`src/design/mss_pkg.sv`:
```
// Constants, register map and types of the multi-step speed sequencer.
// Summary of operation
// - Mode 0: run all sixteen sections once, stop, wait for a new run command.
// - Mode 1: after one pass keep the last section's frequency and direction.
// - Mode 2: restart at section 0 after each pass until a stop command.
// - Retention off: progress is lost at power-down; the next run starts at section 0.
// - Section speeds span -100.0 to 100.0 percent; full scale is the maximum frequency.
// - Section times span 0.0 to 6553.5 in tenths; a unit bit picks seconds or minutes.
// - The sign of a section speed sets the direction; negative means reverse.
// - Multi-step mode reads four terminals as a binary speed number 0 to 15.
// - Multi-step speeds are continuously settable between minus and plus maximum.
// - Multi-step start and stop follow the selected run source, not the terminals.
package mss_pkg;

  // Clock and section timing base.
  localparam int unsigned CLK_PERIOD_NS = 8;
  localparam int unsigned TENTH_SEC_NS = 100_000_000;
  localparam int unsigned TENTH_SEC_CYCLES = (TENTH_SEC_NS + CLK_PERIOD_NS - 1) / CLK_PERIOD_NS;
  localparam logic [5:0] TENTHS_PER_MIN = 6'h3c;

  // Register byte offsets within the slave window.
  localparam logic [7:0] OFS_CTRL = 8'h00;
  localparam logic [7:0] OFS_CMD = 8'h04;
  localparam logic [7:0] OFS_STATUS = 8'h08;
  localparam logic [7:0] OFS_MAXF = 8'h0c;
  localparam logic [7:0] OFS_FREQ = 8'h10;
  localparam logic [1:0] OFS_TABLE_HI = 2'h1;

  // Control register fields.
  localparam int CTRL_MODE_LSB = 0;
  localparam int CTRL_RETAIN_BIT = 2;
  localparam int CTRL_UNIT_BIT = 3;
  localparam int CTRL_SRC_BIT = 4;
  localparam int CTRL_MSTEP_BIT = 5;
  localparam logic [5:0] CTRL_RST = 6'h00;

  // Command register fields.
  localparam int CMD_START_BIT = 0;
  localparam int CMD_STOP_BIT = 1;

  // Run modes.
  localparam logic [1:0] MODE_ONCE = 2'h0;
  localparam logic [1:0] MODE_HOLD = 2'h1;
  localparam logic [1:0] MODE_CYCLE = 2'h2;

  // Speed scale in tenths of a percent, and reset values.
  localparam logic signed [15:0] SPEED_FULL = 16'sh03e8;
  localparam logic [15:0] MAXF_RST = 16'h1388;
  localparam logic [31:0] SECTION_RST = 32'h0000_0000;
  localparam logic [3:0] LAST_SECTION = 4'hf;
  localparam logic [2:0] HSIZE_WORD = 3'h2;

  typedef enum logic [2:0] {
    ST_IDLE,
    ST_RUN,
    ST_HOLD,
    ST_MSTEP,
    ST_PWRDN
  } mss_state_e;

endpackage : mss_pkg

```
`src/design/mss_tick.sv`:
```
// Tenth-of-second or tenth-of-minute tick generator for section timing.
`timescale 1ns/100ps
module mss_tick import mss_pkg::*; #(
  parameter int unsigned TICK_CYCLES = TENTH_SEC_CYCLES
) (
  input wire logic clk,
  input wire logic rst,
  input wire logic enable,
  input wire logic unit_min,
  output logic tick
);

  typedef struct packed {
    logic [31:0] cyc;
    logic [5:0] sub;
    logic tick;
  } mss_tick_s;

  mss_tick_s s_r;
  mss_tick_s s_nxt;

  // The counters restart whenever timing is off, so a section starts on a fresh tenth.
  always_comb begin
    s_nxt = s_r;
    s_nxt.tick = 1'b0;
    if (!enable) begin
      s_nxt.cyc = 32'h0;
      s_nxt.sub = 6'h0;
    end else if (s_r.cyc == TICK_CYCLES[31:0] - 32'h1) begin
      s_nxt.cyc = 32'h0;
      if (!unit_min || s_r.sub == TENTHS_PER_MIN - 6'h1) begin
        s_nxt.sub = 6'h0;
        s_nxt.tick = 1'b1;
      end else begin
        s_nxt.sub = s_r.sub + 6'h1;
      end
    end else begin
      s_nxt.cyc = s_r.cyc + 32'h1;
    end
  end

  // State register.
  always_ff @(posedge clk) begin
    if (rst) begin
      s_r <= '0;
    end else begin
      s_r <= s_nxt;
    end
  end

  assign tick = s_r.tick;

endmodule : mss_tick

```
`src/design/mss_seq.sv`:
```
// Multi-step speed sequencer with AHB-Lite register slave.
`timescale 1ns/100ps
module mss_seq import mss_pkg::*; #(
  parameter int unsigned TICK_CYCLES = TENTH_SEC_CYCLES
) (
  input wire logic clk,
  input wire logic rst,
  input wire logic hsel,
  input wire logic [31:0] haddr,
  input wire logic [1:0] htrans,
  input wire logic hwrite,
  input wire logic [2:0] hsize,
  input wire logic [31:0] hwdata,
  input wire logic hready,
  output logic hreadyout,
  output logic [31:0] hrdata,
  output logic hresp,
  input wire logic run_term,
  input wire logic [3:0] ms_term,
  input wire logic power_fail,
  output logic [15:0] freq_ref,
  output logic freq_rev,
  output logic running
);

  typedef struct packed {
    logic [15:0][31:0] tbl;
    logic [5:0] ctrl;
    logic [15:0] maxf;
    logic sw_run;
    logic wr_pend;
    logic [7:0] wr_ofs;
    logic [31:0] rdata;
    logic [2:0] run_s;
    logic run_q;
    logic [2:0][3:0] ms_s;
    logic [3:0] ms_q;
    logic [2:0] pf_s;
    logic pf_q;
    logic run_prev;
    mss_state_e st;
    logic [3:0] idx;
    logic [15:0] elapsed;
    logic done;
    logic [3:0] sv_idx;
    logic [15:0] sv_elapsed;
    logic sv_hold;
    logic sv_valid;
    logic [15:0] freq;
    logic rev;
  } mss_seq_s;

  mss_seq_s s_r;
  mss_seq_s s_nxt;
  logic tick;
  logic [1:0] mode;
  logic retain;
  logic run_lvl;
  logic run_rise;
  logic [15:0] sec_time;
  logic sec_done;
  logic last_fin;
  logic [3:0] act_idx;
  logic [15:0] act_spd;
  logic [9:0] act_mag;
  logic [25:0] prod;
  logic drive_on;
  logic ms_sign;

  // Section tick base; only counts while a timed section runs.
  mss_tick #(
    .TICK_CYCLES(TICK_CYCLES)
  ) mss_tick_inst (
    .clk(clk),
    .rst(rst),
    .enable(s_r.st == ST_RUN),
    .unit_min(s_r.ctrl[CTRL_UNIT_BIT]),
    .tick(tick)
  );

  // Decoded settings and the run command from the selected source.
  assign mode = s_r.ctrl[CTRL_MODE_LSB +: 2];
  assign retain = s_r.ctrl[CTRL_RETAIN_BIT];
  assign run_lvl = s_r.ctrl[CTRL_SRC_BIT] ? s_r.run_q : s_r.sw_run;
  assign run_rise = run_lvl && !s_r.run_prev;

  // A zero time skips the section at once rather than stalling the sequence.
  assign sec_time = s_r.tbl[s_r.idx][31:16];
  assign sec_done = (sec_time == 16'h0) || (tick && (s_r.elapsed + 16'h1 >= sec_time));
  assign last_fin = (s_r.st == ST_RUN) && run_lvl && !s_r.pf_q && sec_done &&
                    (s_r.idx == LAST_SECTION);

  // Speed of the active section and its scaling to the maximum frequency.
  assign act_idx = (s_r.st == ST_MSTEP) ? s_r.ms_q : s_r.idx;
  assign act_spd = s_r.tbl[act_idx][15:0];
  assign act_mag = act_spd[15] ? 10'(16'h0 - act_spd) : act_spd[9:0];
  assign prod = 26'(act_mag) * 26'(s_r.maxf);
  assign drive_on = (s_r.st == ST_RUN) || (s_r.st == ST_HOLD) || (s_r.st == ST_MSTEP);

  // Sign of the speed that the terminals pick, read straight from the table.
  // Only the checks use it, so a broken index path in the drive logic shows up.
  assign ms_sign = s_r.tbl[s_r.ms_q][15];

  // Bus, synchronisers, register writes and the sequencer, all as one next state.
  always_comb begin
    logic [31:0] rv;
    logic signed [15:0] spd_in;
    rv = 32'h0;
    spd_in = $signed(hwdata[15:0]);
    s_nxt = s_r;

    // Pin inputs: three stages, a change is taken once stages two and three agree.
    s_nxt.run_s = {s_r.run_s[1:0], run_term};
    if (s_r.run_s[1] == s_r.run_s[2]) begin
      s_nxt.run_q = s_r.run_s[2];
    end
    s_nxt.ms_s = {s_r.ms_s[1:0], ms_term};
    if (s_r.ms_s[1] == s_r.ms_s[2]) begin
      s_nxt.ms_q = s_r.ms_s[2];
    end
    s_nxt.pf_s = {s_r.pf_s[1:0], power_fail};
    if (s_r.pf_s[1] == s_r.pf_s[2]) begin
      s_nxt.pf_q = s_r.pf_s[2];
    end

    // Read mux; unmapped offsets read as zero.
    if (haddr[7:6] == OFS_TABLE_HI) begin
      rv = s_r.tbl[haddr[5:2]];
    end else begin
      case (haddr[7:0])
        OFS_CTRL: rv = {26'h0, s_r.ctrl};
        OFS_CMD: rv = {31'h0, s_r.sw_run};
        OFS_STATUS: rv = {23'h0, s_r.st == ST_PWRDN, s_r.sv_valid, s_r.done, s_r.rev,
                          drive_on, act_idx};
        OFS_MAXF: rv = {16'h0, s_r.maxf};
        OFS_FREQ: rv = {16'h0, s_r.freq};
        default: rv = 32'h0;
      endcase
    end

    // Address phase: the slave never waits, so read data is ready in the data phase.
    s_nxt.wr_pend = 1'b0;
    if (hsel && htrans[1] && hready) begin
      s_nxt.wr_pend = hwrite && (hsize == HSIZE_WORD);
      s_nxt.wr_ofs = haddr[7:0];
      s_nxt.rdata = hwrite ? 32'h0 : rv;
    end

    // Data phase writes; speeds beyond full scale are clamped on entry.
    if (s_r.wr_pend) begin
      if (s_r.wr_ofs[7:6] == OFS_TABLE_HI) begin
        if (spd_in > SPEED_FULL) begin
          spd_in = SPEED_FULL;
        end else if (spd_in < -SPEED_FULL) begin
          spd_in = -SPEED_FULL;
        end
        s_nxt.tbl[s_r.wr_ofs[5:2]] = {hwdata[31:16], spd_in};
      end else begin
        case (s_r.wr_ofs)
          OFS_CTRL: s_nxt.ctrl = hwdata[5:0];
          OFS_CMD: begin
            if (hwdata[CMD_STOP_BIT]) begin
              s_nxt.sw_run = 1'b0;
            end else if (hwdata[CMD_START_BIT]) begin
              s_nxt.sw_run = 1'b1;
            end
          end
          OFS_MAXF: s_nxt.maxf = hwdata[15:0];
          default: s_nxt.sw_run = s_nxt.sw_run;
        endcase
      end
    end

    s_nxt.run_prev = run_lvl;

    // Power-down takes priority over everything the sequencer would do.
    if (s_r.pf_q && s_r.st != ST_PWRDN) begin
      s_nxt.st = ST_PWRDN;
      if (retain && (s_r.st == ST_RUN || s_r.st == ST_HOLD)) begin
        s_nxt.sv_idx = s_r.idx;
        s_nxt.sv_elapsed = s_r.elapsed;
        s_nxt.sv_hold = (s_r.st == ST_HOLD);
        s_nxt.sv_valid = 1'b1;
      end else if (!retain) begin
        s_nxt.sv_valid = 1'b0;
      end
    end else begin
      unique case (s_r.st)
        ST_IDLE: begin
          if (run_rise) begin
            s_nxt.done = 1'b0;
            if (s_r.ctrl[CTRL_MSTEP_BIT]) begin
              s_nxt.st = ST_MSTEP;
            end else if (retain && s_r.sv_valid) begin
              s_nxt.idx = s_r.sv_idx;
              s_nxt.elapsed = s_r.sv_elapsed;
              s_nxt.st = s_r.sv_hold ? ST_HOLD : ST_RUN;
              s_nxt.sv_valid = 1'b0;
            end else begin
              s_nxt.idx = 4'h0;
              s_nxt.elapsed = 16'h0;
              s_nxt.st = ST_RUN;
            end
          end
        end
        ST_RUN: begin
          if (!run_lvl) begin
            s_nxt.st = ST_IDLE;
          end else if (sec_done) begin
            s_nxt.elapsed = 16'h0;
            if (s_r.idx != LAST_SECTION) begin
              s_nxt.idx = s_r.idx + 4'h1;
            end else if (mode == MODE_HOLD) begin
              s_nxt.st = ST_HOLD;
            end else if (mode == MODE_CYCLE) begin
              s_nxt.idx = 4'h0;
            end else begin
              // Mode 3 is not defined and behaves as a single pass.
              s_nxt.st = ST_IDLE;
              s_nxt.done = 1'b1;
              s_nxt.sw_run = 1'b0;
            end
          end else if (tick) begin
            s_nxt.elapsed = s_r.elapsed + 16'h1;
          end
        end
        ST_HOLD: begin
          if (!run_lvl) begin
            s_nxt.st = ST_IDLE;
          end
        end
        ST_MSTEP: begin
          if (!run_lvl) begin
            s_nxt.st = ST_IDLE;
          end
        end
        ST_PWRDN: begin
          // A run level still present at restore counts as a fresh command.
          if (!s_r.pf_q) begin
            s_nxt.st = ST_IDLE;
            s_nxt.run_prev = 1'b0;
          end
        end
      endcase
    end

    // Output reference, registered; zero whenever the drive is not commanded.
    if (drive_on) begin
      s_nxt.freq = 16'(prod / 26'd1000);
      s_nxt.rev = act_spd[15];
    end else begin
      s_nxt.freq = 16'h0;
      s_nxt.rev = 1'b0;
    end
  end

  // State register; every bit has a defined value after reset.
  always_ff @(posedge clk) begin
    if (rst) begin
      s_r <= '0;
      s_r.tbl <= {16{SECTION_RST}};
      s_r.ctrl <= CTRL_RST;
      s_r.maxf <= MAXF_RST;
      s_r.st <= ST_IDLE;
    end else begin
      s_r <= s_nxt;
    end
  end

  // Bus and drive outputs; the slave is zero-wait and always answers OKAY.
  assign hreadyout = 1'b1;
  assign hresp = 1'b0;
  assign hrdata = s_r.rdata;
  assign freq_ref = s_r.freq;
  assign freq_rev = s_r.rev;
  assign running = (s_r.st == ST_RUN) || (s_r.st == ST_HOLD) || (s_r.st == ST_MSTEP);
endmodule : mss_seq

```
`config.mk`:
```
export PLATFORM = sky130hd
export DESIGN_NAME = mss_seq
export DESIGN_NICKNAME = d
export VERILOG_FILES = /design/src/design/mss_pkg.sv /design/src/design/mss_tick.sv /design/src/design/mss_seq.sv
export SDC_FILE = /design/constraint.sdc
export NUM_CORES = 2
export LEC_CHECK = 0
export BUFFER_PORTS_ARGS = -buffer_cell sky130_fd_sc_hd__buf_2
export CELL_PAD_IN_SITES_DETAIL_PLACEMENT = 0
export CELL_PAD_IN_SITES_GLOBAL_PLACEMENT = 1
export CORE_ASPECT_RATIO = 2
export CORE_MARGIN = 1.5
export CORE_UTILIZATION = 32
export DETAILED_ROUTE_END_ITERATION = 12
export GPL_ROUTABILITY_DRIVEN = 0
export PLACE_DENSITY = 0.63
export SETUP_SLACK_MARGIN = 0.02
export SLEW_MARGIN = 20
export SYNTH_ARGS = -nofsm -noshare
export SYNTH_HDL_FRONTEND = slang
export SYNTH_SLANG_ARGS = --single-unit
```
`constraint.sdc`:
```
create_clock -name clk -period 23.3 [get_ports clk]
set_input_delay 3.495 -clock clk [delete_from_list [all_inputs] [get_ports clk]]
set_output_delay 3.495 -clock clk [all_outputs]
set_load 0.005 [all_outputs]
```
==> impl_metrics.yaml <==
power:
  irDropWorstVdd_mv: 0.05176
  power_uw: 2587
  p_leak_uw: 0.01684
  powerDensity_nw_per_um2: 52.60
timing:
  finalHoldViolCount: 0
  finalClockSkew_ns: 0.02690
  setup_viol: 0
  timing.slew.headroom_pct: 20.59
  period_needed_ns: 21.61
  worst_pin_slew_ns: 1.187
  rsz0062_at_grt: "no"
  setup_tns_ns: 0
  fin_crit_sh_pct: 92.76
  slew_viol_final: 0
  timing.fmax_mhz: 46.27
routing:
  wl_met3_um: 7575
  wl_per_cell_um: 23.70
  drc: 0
  postRouteAntennaNets: 0
  wl_met1_um: 59430
  viasPerCell: 5.577
  met2RoutedLength_um: 88940
  drt-initial-drc-count: 2876
  top_layer: "met5"
  routed_wl_um: 166100
  vias: 39090
  drtPass1Iterations: 6
logic_synthesis:
  ys_ff_latch: 703
  synth_edf_count: 0
  ys.flop_type: "dfxtp_1"
  yosys_warnings: 0
  syn-cell-area_um2: 44230
  yosysUniqueCellTypes: 110
  syn_avg_cell_area_um2: 8.326
  synth_seq_area_share_pct: 31.82
  syn_nets: 5585
  async_reset_ff_share_pct: 0
  syn_inst: 5312
final_layout:
  multiInputGateArea_um2: 27850
  drive_gt1_share_pct: 14.71
  layout.nets: 5477
  final_cell_mix: "nand2_1 (1258), dfxtp_1 (701), a21oi_1 (575)"
  n_fill_cell: 14180
  area_growth_pct: 11.23
  layout_commonest_cell: "nand2_1"
  regArea_um2: 14080
critical_path:
  worstSetupPathType: "register to register"
  crit_required_ns: 23.85
  critPathSlowestCell: "a2111oi_0"
  cp-startpoint: "s_r[60]"
  slowest_delay_ns: 0.90
  r2r_end: "freq_ref[0]"
  path_max_fanout: 16
  endpoint: "freq_ref[0]"
  cp-end-kind: "register"
  reg2reg_from: "s_r[60]"
  start_kind: "register"
  r2r_cells: 60
  cpMostUsedCell: "fa_1"
  arrival_ns: 22.16
  rrSetupSlack_ns: 1.69
global_routing:
  grt_pass1_wl_um: 249400
  grt_overflow: 0
  grt_max_degree: 180
  grt_antenna_before_repair: 7
  grt_use_total_pct: 23.51
  grt_pass1_vias: 39280
cts:
  clockRootBuffer: "clkbuf_16"
  cts_buffers: 71
  clkTransAtPathRegs_ns: 0.06
  post_cts_resized: 0
  cts_tree: "yes"
  ctsHoldBuffers: 0
  post-cts-setup-buffers: 0
  clock_path_buffers: 3
  htree_levels: 3
  numClockSinks: 703
  insertion_delay_ns: 0.68
hold_path:
  hold_path_class: "register to register"
placed_design:
  hpwl_um: 113800
  port_buffers: 104
floorplanning:
  start_util_pct: 32.30
  die_area_um2: 140600
  placementRows: 192
  ioPinCount: 132
  die_x_um: 265.9
  dieHeight_um: 528.8
  core_um2: 136900
flow_run:
  max_cap_violations: 0
status:
  outcome: "complete, no violations"
-- area by class of cell --
class	count	area share [%]
antenna	2	0.01017
clock buffer	96	4.113
clock inverter	34	1.022
inverter	146	1.114
multi-input combinational	3987	56.62
sequential	703	28.62
tap	1746	4.441
timing repair buffer	295	4.057
-- flip-flops by register name, indices dropped and copies added (netlist names) --
register and flops:
freq_ref 16, freq_rev 1, hrdata 32, mode 2, mss_tick_inst.s_r 38, mss_tick_inst.tick 1, retain 1, s_nxt 12
s_r 600
-- critical path, delay by kind of cell (launching register included) --
kind                     cells  cell delay (ns)
AO/OA/AOI/OAI               28             8.70
AND/OR/NAND/NOR             14             4.63
adder cells (fa/ha/maj)      6             2.96
multiplexers                 4             1.65
buffers and inverters        6             1.58
XOR/XNOR                     2             1.33
flip-flops                   1             0.59
-- per-layer routing --
metal	GRT usage, %	vias up
met5	0	-
met4	12.85	6
met3	3.029	405
met2	44.75	1114
met1	24.63	19190
li1	-	18370
-- cells by family (layout without fill, tap and decap cells) --
family	count (synthesis)	in the layout	synth area share, %
other	2	4	0.01698
AO/OA/AOI/OAI	1186	1186	17.38
flip-flops	703	703	31.82
buffers and inverters	622	571	5.805
AND/OR/NAND/NOR	2174	2174	21.38
XOR/XNOR	121	121	2.396
multiplexers	309	309	13.83
adder cells (fa/ha/maj)	195	195	7.375
-- cells in the mapped netlist, types with 7 or more instances --
| cell type | n | area share, % |
|---|---|---|
| nor3_1 | 66 | 0.75 |
| and3_1 | 80 | 1.1 |
| nor2b_1 | 90 | 1.3 |
| a31oi_1 | 44 | 0.62 |
| nand2b_1 | 57 | 0.81 |
| or3_1 | 26 | 0.37 |
| a2111oi_0 | 8 | 0.16 |
| a22oi_1 | 37 | 0.63 |
| nor4_1 | 26 | 0.37 |
| mux2i_1 | 60 | 1.4 |
| fa_1 | 110 | 5.0 |
| xnor2_1 | 68 | 1.3 |
| o2111ai_1 | 10 | 0.20 |
| o31ai_1 | 12 | 0.20 |
| nand3_1 | 70 | 0.79 |
| nand4_1 | 26 | 0.37 |
| xor2_1 | 53 | 1.0 |
| nand2_1 | 1268 | 11 |
| o21a_1 | 13 | 0.22 |
| and2_1 | 47 | 0.66 |
| a311oi_1 | 36 | 0.71 |
| o211a_1 | 13 | 0.29 |
| buf_2 | 24 | 0.27 |
| or4_1 | 10 | 0.17 |
| a211oi_1 | 129 | 2.2 |
| o21ai_0 | 83 | 0.94 |
| clkbuf_1 | 353 | 3.0 |
| mux2_2 | 7 | 0.18 |
| o31a_1 | 8 | 0.16 |
| a21oi_1 | 577 | 6.5 |
| and4_1 | 9 | 0.18 |
| a21o_1 | 21 | 0.36 |
| o22ai_1 | 19 | 0.27 |
| a211o_1 | 7 | 0.14 |
| o21ai_1 | 18 | 0.20 |
| mux4_2 | 240 | 12 |
| dfxtp_1 | 703 | 32 |
| o211ai_1 | 21 | 0.36 |
| inv_1 | 144 | 1.2 |
| ha_1 | 83 | 2.3 |
| nor2_1 | 364 | 3.1 |
| buf_1 | 45 | 0.38 |
| buf_4 | 54 | 0.92 |
-- through the flow --
stage	cell area, um^2	setup WS, ns	std cells	hold WS (ns)	utilization [%]
finish	49190	1.688	7009	0.4446	35.93
global route	49190	0.3621	7008	0.4612	35.92
CTS	49180	1.728	7007	0.4514	35.92
detailed placement	46660	1.818	6877	0.4395	34.07
global placement	46660	1.931	6877	0.4364	34.07
floorplan	44230	4.991	5312	0.4138	-
-- report_power, final --
group	internal [uW]	leakage (uW)	total (uW)	switching (uW)
clock network	729	0.00123	1270	545
registers	1200	0.00566	1210	3.02
logic	28.4	0.00994	106	78.1
total	1960	0.0168	2590	627
-- how the worst min path moves through the flow --
| stage | from | to | slack [ns] | depth (start not counted) |
|---|---|---|---|---|
| floorplan | s_nxt[66] | s_nxt[67] | 0.41 | 1 |
| global placement | s_nxt[78] | s_nxt[82] | 0.44 | 1 |
| detailed placement | s_nxt[79] | s_nxt[83] | 0.44 | 1 |
| CTS | hrdata[6] | hrdata[6] | 0.45 | 2 |
| global route | s_nxt[77] | s_nxt[81] | 0.46 | 1 |
| finish | s_nxt[77] | s_nxt[81] | 0.44 | 1 |
Note: power is estimated with default switching activity, not from simulation.
